<file path="src/sdram_seq_pkg.sv">
package sdram_seq_pkg;
    // ------------------------------------------------------------
    // timing
    // ------------------------------------------------------------
    localparam int CLK_PERIOD_NS    = 100;
    localparam int STABLE_US        = 200;
    localparam int STABLE_CYC       = (STABLE_US * 1000 + CLK_PERIOD_NS - 1) / CLK_PERIOD_NS;
    localparam int ROW_ACTIVE_NS    = 42;
    localparam int ROW_ACTIVE_CYC   = (ROW_ACTIVE_NS + CLK_PERIOD_NS - 1) / CLK_PERIOD_NS;
    localparam int SETUP_NS         = 2;
    localparam int ROW_CYCLE_NS     = 63;
    localparam int EXIT_NS          = SETUP_NS + ROW_CYCLE_NS;
    localparam int EXIT_CYC         = (EXIT_NS + CLK_PERIOD_NS - 1) / CLK_PERIOD_NS;
    localparam int PRECHARGE_NS     = 21;
    localparam int PRECHARGE_CYC    = (PRECHARGE_NS + CLK_PERIOD_NS - 1) / CLK_PERIOD_NS;
    localparam int MODE_SET_CYC     = 2;
    localparam int INIT_REFRESHES   = 2;
    localparam int BURST_REFRESHES  = 4096;
    localparam int CNT_W            = 12;
    // ------------------------------------------------------------
    // command codes {cs_n, ras_n, cas_n, we_n} and address values
    // ------------------------------------------------------------
    localparam logic [3:0] CMD_NO_OPERATION = 4'h7;
    localparam logic [3:0] CMD_DESELECT     = 4'hf;
    localparam logic [3:0] CMD_PRECHARGE    = 4'h2;
    localparam logic [3:0] CMD_MODE_SET     = 4'h0;
    localparam logic [3:0] CMD_REFRESH      = 4'h1;
    localparam logic [10:0] ADDR_ALL_BANKS  = 11'h400;
    localparam logic [10:0] MODE_DEFAULT    = 11'h020;
endpackage : sdram_seq_pkg

</file>
<file path="src/sdram_init_self_refresh_seq.sv">
`timescale 1ns/1ps
// Function
// - power-up: cke low, mask high, no_operation
// - stable clock 200 us before cke high
// - keep byte mask high during init
// - precharge all banks after cke high
// - issue mode register set during init
// - at least two auto refreshes in init
// - cs ras cas low with cke low
// - device ignores inputs after entry cycle
// - hold self refresh at least row active time
// - restart clock then raise cke with setup
// - chip select high when cke rises
// - wait exit time before real commands
// - burst refresh 4096 before entry, after exit
// - row active time 42 ns minimum
// - exit time is setup plus row cycle
// - row cycle 60 or 63 ns
module sdram_init_self_refresh_seq (
    input  wire logic        sys_clk,
    input  wire logic        reset,
    input  wire logic        clk_en,
    input  wire logic        sr_enter,
    input  wire logic        sr_exit,
    input  wire logic        burst_mode,
    output logic             mem_clk_run,
    output logic             clock_enable,
    output logic             chip_select_n,
    output logic             row_strobe_n,
    output logic             column_strobe_n,
    output logic             write_strobe_n,
    output logic [1:0]       byte_mask,
    output logic [10:0]      mem_addr,
    output logic             ready,
    output logic             in_self_refresh
);
    // ------------------------------------------------------------
    // states
    // ------------------------------------------------------------
    typedef enum logic [9:0] {
        S_STABLE  = 10'h001,
        S_PRECH   = 10'h002,
        S_MODE    = 10'h004,
        S_REF     = 10'h008,
        S_IDLE    = 10'h010,
        S_PRE_BR  = 10'h020,
        S_SELF    = 10'h040,
        S_WAKE    = 10'h080,
        S_EXIT    = 10'h100,
        S_POST_BR = 10'h200
    } state_t;

    localparam int CNT_W = sdram_seq_pkg::CNT_W;

    state_t           state_r;
    state_t           state_nxt;
    logic [17:0]      wait_r;
    logic [17:0]      wait_nxt;
    logic [CNT_W:0]   ref_r;
    logic [CNT_W:0]   ref_nxt;
    logic [3:0]       cmd_nxt;
    logic             cke_nxt;
    logic [10:0]      addr_nxt;
    logic [1:0]       enter_sync_r;
    logic [1:0]       exit_sync_r;
    logic [1:0]       burst_sync_r;

    wire waited   = (wait_r == 18'h0);
    wire enter_rq = enter_sync_r[1];
    wire exit_rq  = exit_sync_r[1];
    wire burst_on = burst_sync_r[1];
    wire ref_done = (ref_r == 13'h0);

    // ------------------------------------------------------------
    // output next values
    // ------------------------------------------------------------
    wire       idle_nxt    = (state_nxt == S_IDLE);
    wire       self_nxt    = (state_nxt == S_SELF);
    wire       clk_run_nxt = !self_nxt || (state_r != S_SELF);
    wire [1:0] mask_nxt    = idle_nxt ? 2'h0 : 2'h3;

    function automatic logic [17:0] cyc(input int n);
        cyc = 18'(n);
    endfunction : cyc

    // ------------------------------------------------------------
    // sequencing
    // ------------------------------------------------------------
    always_comb begin
        state_nxt = state_r;
        wait_nxt  = waited ? wait_r : wait_r - 18'h1;
        ref_nxt   = ref_r;
        cmd_nxt   = sdram_seq_pkg::CMD_NO_OPERATION;
        cke_nxt   = 1'b1;
        addr_nxt  = 11'h000;
        unique case (state_r)
            S_STABLE: begin
                cke_nxt = 1'b0;
                if (waited) begin
                    cke_nxt   = 1'b1;
                    state_nxt = S_PRECH;
                    wait_nxt  = cyc(1);
                end
            end
            S_PRECH: if (waited) begin
                cmd_nxt   = sdram_seq_pkg::CMD_PRECHARGE;
                addr_nxt  = sdram_seq_pkg::ADDR_ALL_BANKS;
                state_nxt = S_MODE;
                wait_nxt  = cyc(sdram_seq_pkg::PRECHARGE_CYC);
            end
            S_MODE: if (waited) begin
                cmd_nxt   = sdram_seq_pkg::CMD_MODE_SET;
                addr_nxt  = sdram_seq_pkg::MODE_DEFAULT;
                state_nxt = S_REF;
                wait_nxt  = cyc(sdram_seq_pkg::MODE_SET_CYC);
                ref_nxt   = 13'(sdram_seq_pkg::INIT_REFRESHES);
            end
            S_REF: if (waited) begin
                if (ref_done) begin
                    state_nxt = S_IDLE;
                end else begin
                    cmd_nxt  = sdram_seq_pkg::CMD_REFRESH;
                    ref_nxt  = ref_r - 13'h1;
                    wait_nxt = cyc(sdram_seq_pkg::EXIT_CYC);
                end
            end
            S_IDLE: if (enter_rq) begin
                state_nxt = S_PRE_BR;
                ref_nxt   = burst_on ? 13'(sdram_seq_pkg::BURST_REFRESHES) : 13'h0;
            end
            S_PRE_BR: if (waited) begin
                if (ref_done) begin
                    cmd_nxt   = sdram_seq_pkg::CMD_REFRESH;
                    cke_nxt   = 1'b0;
                    state_nxt = S_SELF;
                    wait_nxt  = cyc(sdram_seq_pkg::ROW_ACTIVE_CYC);
                end else begin
                    cmd_nxt  = sdram_seq_pkg::CMD_REFRESH;
                    ref_nxt  = ref_r - 13'h1;
                    wait_nxt = cyc(sdram_seq_pkg::EXIT_CYC);
                end
            end
            S_SELF: begin
                cke_nxt = 1'b0;
                cmd_nxt = sdram_seq_pkg::CMD_DESELECT;
                if (waited && exit_rq) begin
                    state_nxt = S_WAKE;
                end
            end
            S_WAKE: begin
                cke_nxt   = 1'b1;
                cmd_nxt   = sdram_seq_pkg::CMD_DESELECT;
                state_nxt = S_EXIT;
                wait_nxt  = cyc(sdram_seq_pkg::EXIT_CYC);
            end
            S_EXIT: begin
                cmd_nxt = sdram_seq_pkg::CMD_DESELECT;
                if (waited) begin
                    state_nxt = S_POST_BR;
                    ref_nxt   = burst_on ? 13'(sdram_seq_pkg::BURST_REFRESHES) : 13'h0;
                end
            end
            S_POST_BR: if (waited) begin
                if (ref_done) begin
                    state_nxt = S_IDLE;
                end else begin
                    cmd_nxt  = sdram_seq_pkg::CMD_REFRESH;
                    ref_nxt  = ref_r - 13'h1;
                    wait_nxt = cyc(sdram_seq_pkg::EXIT_CYC);
                end
            end
            default: state_nxt = S_STABLE;
        endcase
    end

    // ------------------------------------------------------------
    // registers
    // ------------------------------------------------------------
    always_ff @(posedge sys_clk or posedge reset) begin
        if (reset) begin
            state_r <= S_STABLE;
            wait_r  <= 18'(sdram_seq_pkg::STABLE_CYC);
            ref_r   <= 13'h0;
        end else if (clk_en) begin
            state_r <= state_nxt;
            wait_r  <= wait_nxt;
            ref_r   <= ref_nxt;
        end
    end

    // ------------------------------------------------------------
    // request synchronisers
    // ------------------------------------------------------------
    always_ff @(posedge sys_clk or posedge reset) begin
        if (reset) begin
            enter_sync_r <= 2'h0;
            exit_sync_r  <= 2'h0;
            burst_sync_r <= 2'h0;
        end else if (clk_en) begin
            enter_sync_r <= {enter_sync_r[0], sr_enter};
            exit_sync_r  <= {exit_sync_r[0], sr_exit};
            burst_sync_r <= {burst_sync_r[0], burst_mode};
        end
    end

    // ------------------------------------------------------------
    // pin registers
    // ------------------------------------------------------------
    always_ff @(posedge sys_clk or posedge reset) begin
        if (reset) begin
            clock_enable    <= 1'b0;
            {chip_select_n, row_strobe_n, column_strobe_n, write_strobe_n} <= sdram_seq_pkg::CMD_NO_OPERATION;
            mem_addr        <= 11'h000;
            byte_mask       <= 2'h3;
            mem_clk_run     <= 1'b0;
            ready           <= 1'b0;
            in_self_refresh <= 1'b0;
        end else if (clk_en) begin
            clock_enable    <= cke_nxt;
            {chip_select_n, row_strobe_n, column_strobe_n, write_strobe_n} <= cmd_nxt;
            mem_addr        <= addr_nxt;
            byte_mask       <= mask_nxt;
            mem_clk_run     <= clk_run_nxt;
            ready           <= idle_nxt;
            in_self_refresh <= self_nxt;
        end
    end
endmodule : sdram_init_self_refresh_seq

</file>
<file path="config.mk">
export PLATFORM = sky130hd
export DESIGN_NAME = sdram_init_self_refresh_seq
export DESIGN_NICKNAME = d
export VERILOG_FILES = /design/src/sdram_seq_pkg.sv /design/src/sdram_init_self_refresh_seq.sv
export SDC_FILE = /design/constraint.sdc
export NUM_CORES = 1
export LEC_CHECK = 0
export BUFFER_PORTS_ARGS = -buffer_cell sky130_fd_sc_hd__buf_4
export CAP_MARGIN = 20
export CORE_AREA = 2 2 86 88
export CTS_CLUSTER_DIAMETER = 120
export DETAILED_ROUTE_END_ITERATION = 16
export DIE_AREA = 0 0 88 90
export PLACE_DENSITY = 0.84
export SLEW_MARGIN = 20
export SYNTH_ARGS = -nofsm -noshare
export SYNTH_HDL_FRONTEND = slang
export SYNTH_SLANG_ARGS = --single-unit
</file>
<file path="constraint.sdc">
create_clock -name sys_clk -period 2.7 [get_ports sys_clk]
set_clock_uncertainty 0.15 [all_clocks]
set_input_delay 0.135 -clock sys_clk [delete_from_list [all_inputs] [get_ports sys_clk]]
set_output_delay 0.135 -clock sys_clk [all_outputs]
set_load 0.005 [all_outputs]
</file>
==> results of run 1 <==
## power groups by stage
| stage | combinational, mW | sequential, mW | clock (mW) |
|---|---|---|---|
| after CTS | 1.25 | 1.29 | 0.830 |
| after detailed placement | 1.23 | 1.29 | 0 |
| final | 1.28 | 1.30 | 0.816 |
| after global placement | 1.20 | 1.28 | 0 |
| after floorplan | 0.990 | 1.23 | 0 |
| after global routing | 1.43 | 1.32 | 0.876 |
## how the worst max path moves through the flow
| stage | start | end | slack, ns | depth (start not counted) |
|---|---|---|---|---|
| 4_1_cts | state_r[2] | ref_r[7] | 0.05 | 6 |
| 6_report | state_r[3] | ref_r[4] | 0.12 | 6 |
| 3_5_place_dp | state_r[3] | ref_r[7] | -0.004 | 6 |
| 2_1_floorplan | wait_r[0] | wait_r[0] | 0.18 | 10 |
| 3_3_place_gp | state_r[3] | ref_r[7] | -0.02 | 6 |
| 5_1_grt | state_r[6] | ref_r[5] | 0.01 | 7 |
## Yosys cell counts, types with 3 or more instances
master     count  area [µm²]
nor4_2         4        50.1
or2_2          3        18.8
xor2_1        10        87.6
o211ai_1       4        30.0
nor4_1         5        31.3
nand4_1       10        62.6
a21oi_1       26         130
buf_4         10        75.1
a31oi_1        3        18.8
nand3_1       13        65.1
and3_1         8        50.1
nand2_1       29         109
ha_1           5        62.6
buf_2          7        35.0
nor3_2         3        30.0
a211oi_1       3        22.5
nor4_4         4        85.1
or4_1          3        22.5
o2bb2ai_1      3        26.3
clkbuf_1      11        41.3
o21ai_0       31         155
nor2_1        47         176
and4_1         5        43.8
mux2_2         9         101
dfrtp_1       47        1180
inv_1         15        56.3
dfstp_2       11         289
nand2b_1       6        37.5
nor2b_1        4        25.0
xnor2_1        8        70.1
nor3_1        13        65.1
nand4b_1       3        26.3
o31ai_1        6        45.0
and2_1         3        18.8
## worst reg2reg max path, stage by stage (launching register included)
cell,delay [ns]
dfrtp_1,0.69
nor3_4,0.14
a32o_2,0.35
a211o_1,0.30
a221o_1,0.31
or4_1,0.47
o21ai_1,0.09
## placed cells by master (no fill, tap or decap), types with 4 or more instances in the layout
| master | instances |
|---|---|
| nor2_1 | 47 |
| dfrtp_1 | 47 |
| buf_4 | 37 |
| o21ai_0 | 31 |
| nand2_1 | 29 |
| a21oi_1 | 26 |
| inv_1 | 14 |
| nor3_1 | 13 |
| nand3_1 | 12 |
| dfstp_2 | 11 |
| xor2_1 | 10 |
| nand4_1 | 10 |
| mux2_2 | 9 |
| conb_1 | 9 |
| clkbuf_8 | 9 |
| and3_1 | 8 |
| xnor2_1 | 8 |
| o31ai_1 | 6 |
| nand2b_1 | 6 |
| and4_1 | 5 |
| nor4_1 | 5 |
| o211ai_1 | 4 |
| nor4_4 | 4 |
| nor4_2 | 4 |
| nor2b_1 | 4 |
| ha_1 | 4 |
| dlygate4sd3_1 | 4 |
## state kept, by name, indices dropped and copies added (netlist names)
name and cells:
enter_sync_r 2, ref_r 13, clock_enable 1, write_strobe_n 1, mem_clk_run 1, state_r 10
column_strobe_n 1, wait_r 18, chip_select_n 1, in_self_refresh 1, burst_sync_r 2, mem_addr 2
ready 1, row_strobe_n 1, byte_mask 1, exit_sync_r 2
## cell type report
| cell class | count | share of cell area |
|---|---|---|
| Tap cell | 99 | 0.0291 |
| Sequential cell | 58 | 0.344 |
| Clock buffer | 9 | 0.0291 |
| Multi-Input combinational cell | 318 | 0.486 |
| Clock inverter | 7 | 0.0185 |
| Inverter | 16 | 0.0141 |
| Timing Repair Buffer | 42 | 0.0794 |
## cells by family after synthesis
group / after synthesis / synth area share
AND/OR/NAND/NOR: 176 / 0.280
adder cells (fa/ha/maj): 5 / 0.0169
AO/OA/AOI/OAI: 101 / 0.173
XOR/XNOR: 18 / 0.0426
flip-flops: 58 / 0.396
other: 1 / 0.00101
multiplexers: 9 / 0.0274
buffers and inverters: 46 / 0.0633
## repair_timing
action | in CTS | in global routing
endpoints found under the setup margin | 2 | 18
endpoints found under the hold margin | 21 | 0
pin swaps | 0 | 2
gates resized for setup | 2 | 6
setup buffers | 0 | 2
hold buffers | 4 | 0
## metal layers
metal / vias up / wire length, µm / part of all wire / GRT usage
met5: - / 0 / 0 / 0
met2: 121 / 4180 / 0.47 / 0.365
li1: 1554 / - / - / -
met4: 0 / 163 / 0.018 / 0.0885
met3: 15 / 564 / 0.063 / 0.0533
met1: 1591 / 3980 / 0.45 / 0.333
==> metrics.yaml, run 1 <==
min_to: "wait_r[3]"
pre_cts_ws_ns: -0.00401
slowest_delay_ns: 0.69
grt_pass1_vias: 3101
antenna_found_initial: 0
cts_sinks: 58
drt-vias-per-instance: 5.98
grt_max_degree: 43
async_flop_share: 1.00
path_buf_inv: 0
die_x_um: 88
min_path_type: "in2reg"
place_inst: 527
finalWirelength_um: 8890
p_clk_frac: 0.240
post-route-min-period_ns: 2.58
vias: 3281
power_switching_mw: 1.35
cts-htree-levels: 3
cts_tree: "yes"
synth_edf_count: 0
ys_seq_area_frac: 0.396
crit_arrival_ns: 2.70
crit_slowest_cell: "dfrtp_1"
clk_path_buf_depth: 2
die_y_um: 90
peakVddDrop_v: 0.000386
insertedDiodeCount: 0
p_per_area_mw_per_mm2: 798
crit_family: "compound AO/OA/AOI/OAI gates"
min_from: "clk_en"
drive_above_1_share: 0.222
finalMaxSlewViolations: 0
final_cells: 549
clkLatencyLatePin_ns: 0.35
num_rows: 31
outcome: "finished clean"
cp_max_fo: 13
track_usage: 0.240
cts.clk_slew.worst_paths_ns: 0.08
fin_crit_sh: 0.955
multi_input_area_mm2: 0.00207
power_frac_seq: 0.382
cp.required_ns: 2.82
regArea_mm2: 0.00147
power.total_mw: 3.39
ff2ff_path_depth: 6
routedWlPerCell_um: 16.2
path_cells: "nor3_4 > a32o_2 > a211o_1 > a221o_1 > or4_1 > o21ai_1"
fp.dieArea_mm2: 0.00792
nNetsFinal: 456
finalWeightedCongestion: 0.955
drt_iter0_markers: 386
rsz0062_at_grt: "no"
synthCells: 414
worstHoldPathCells: 4
switching_share: 0.397
leakage_nw: 1.83
p_int_mw: 2.05
synth_area_per_cell_um2: 8.93
ys.flop_type: "dfrtp_1"
fin_setup_tns_ns: 0
grt_overflow: 0
timing.slew.headroom: 0.567
finalInstanceArea_mm2: 0.00426
ys_warn_count: 0
synth_seq_cells: 58
n_fill_cell: 609
fmax_mhz: 388
num_io_pins: 27
core_mm2: 0.00702
r2r_end: "ref_r[4]"
crit_type: "reg2reg"
io_buffers: 17
yosysUniqueCellTypes: 66
finalHoldWorstSlack_ns: 0.175
tightest_slew_ns: 0.645
dr.pass1.iters: 5
r2r_slack_ns: 0.12
dp_hpwl_um: 6490
area_growth_pct: 15.1
setup_viol: 0
dpl_cell_area_mm2: 0.00396
reg2reg_from: "state_r[3]"
syn_area_mm2: 0.00370
start_util: 0.527
cts_root_buffer: "clkbuf_8"
hold_viol: 0
finish.utilization: 0.606
drv_cap: 0
grt_pass1_wl_um: 14900
numCtsBuffers: 9
setup_ws_ns: 0.121
drc: 0
drt.antenna.violating_nets: 0
power_frac_comb: 0.378
worstSetupStartpointType: "flop"
cp-end-kind: "flop"
Power figures use the tool's default switching activity.
==> run 2, diff against run 1 <==
- PLACE_DENSITY: 0.84 -> unset
- PLACE_DENSITY_LB_ADDON: unset -> 0.3
==> metrics.yaml, run 2 (synthesized netlist as in run 1, its figures left out) <==
grt_pass1_vias: 3159
peakVddDrop_v: 0.000457
p_per_area_mw_per_mm2: 785
drt_iter0_markers: 333
final_cells: 558
final_cell_mix: "nor2_1 (47), dfrtp_1 (47), buf_4 (46)"
crit_arrival_ns: 2.70
cts.clk_slew.worst_paths_ns: 0.07
routedWlPerCell_um: 16.9
drv_cap: 0
vias: 3343
fin_setup_tns_ns: 0
grt_max_degree: 43
worstSetupStartpointType: "flop"
pre_cts_ws_ns: 0.00464
regMostFlops: "wait_r"
cts_sinks: 58
fin_crit_sh: 0.967
ff2ff_path_depth: 7
setup_viol: 0
finalInstanceArea_mm2: 0.00430
drive_above_1_share: 0.227
n_fill_cell: 606
finalWeightedCongestion: 0.951
cts_tree: "yes"
antenna_found_initial: 0
num_io_pins: 27
nNetsFinal: 465
crit_type: "reg2reg"
cp.required_ns: 2.79
clkLatencyLatePin_ns: 0.34
dr.pass1.iters: 5
multi_input_area_mm2: 0.00206
area_growth_pct: 16.2
cts-htree-levels: 3
min_path_type: "in2reg"
fmax_mhz: 383
worstHoldPathCells: 4
grt_pass1_wl_um: 15900
drt.antenna.violating_nets: 0
clk_path_buf_depth: 2
start_util: 0.527
finalWirelength_um: 9420
largest_register_ffs: 18
cp_max_fo: 10
outcome: "finished clean"
core_mm2: 0.00702
finalMaxSlewViolations: 0
io_buffers: 17
finalHoldWorstSlack_ns: 0.138
timing.slew.headroom: 0.491
leakage_nw: 1.88
insertedDiodeCount: 0
track_usage: 0.257
fp.dieArea_mm2: 0.00792
die_y_um: 90
hold_viol: 0
drt-vias-per-instance: 5.99
drc: 0
grt_overflow: 0
setup_ws_ns: 0.0902
cp-end-kind: "flop"
num_rows: 31
regArea_mm2: 0.00147
cts_root_buffer: "clkbuf_8"
place_inst: 536
tightest_slew_ns: 0.756
dpl_cell_area_mm2: 0.00403
dp_hpwl_um: 6810
numCtsBuffers: 9
die_x_um: 88
reg_top3: "wait_r x18, ref_r x13, state_r x10"
post-route-min-period_ns: 2.61
==> run 2: cell count changes in the layout (fill, tap and decap cells not counted), sizes merged <==
cell and delta:
buf +9, clkbuf +4, clkinvlp -3, inv -1
==> run 2: per-stage QoR <==
step           total power, mW   util
3_5_place_dp              2.55  0.574
4_1_cts                   3.35  0.609
5_1_grt                   3.61  0.612
6_report                  3.38  0.612
2_1_floorplan             2.22      -
3_3_place_gp              2.53  0.574
==> run 2: routing by layer <==
metal | vias up | global-route usage | share of wire
li1 | 1573 | - | -
met5 | - | 0 | 0
met3 | 17 | 0.0487 | 0.049
met2 | 108 | 0.382 | 0.47
met1 | 1645 | 0.371 | 0.47
met4 | 0 | 0.0923 | 0.018
==> run 2: power breakdown <==
part / total, mW / switching [mW] / leakage [nW] / internal (mW)
Sequential: 1.29 / 0.224 / 0.729 / 1.07
Clock: 0.781 / 0.331 / 0.0974 / 0.449
Combinational: 1.30 / 0.756 / 1.05 / 0.545
==> run 2: worst max-delay path, cell delays in order, from the launching register on <==
cell,delay (ns)
dfrtp_1,0.63
nor3_2,0.13
buf_4,0.18
nand4_1,0.27
o2111ai_1,0.20
a2111oi_1,0.56
nor3_1,0.15
a22o_1,0.22
==> run 2: cell type report <==
type                            instances  area share
Clock buffer                           13      0.0346
Clock inverter                          3     0.00931
Inverter                               16      0.0140
Multi-Input combinational cell        318       0.478
Sequential cell                        58       0.341
Tap cell                               99      0.0288
Timing Repair Buffer                   51      0.0943
==> run 2: final timing paths <==
kind                                   to        from  slack [ns]
worst max-delay path                ready  state_r[9]        0.09
worst min-delay path            wait_r[3]      clk_en        0.14
worst max register to register      ready  state_r[9]        0.09
worst min register to register  ref_r[11]   ref_r[11]        0.33
max in group asynchronous       wait_r[8]       reset        1.44
min in group asynchronous        ref_r[7]       reset        0.31
==> run 2: what timing repair did <==
action,in CTS,in global routing
gates resized for setup,0,5
cloned,0,0
pin swaps,1,0
endpoints found under the hold margin,30,0
buffers inserted,2,0
setup endpoints to repair,1,34
hold buffers,4,0
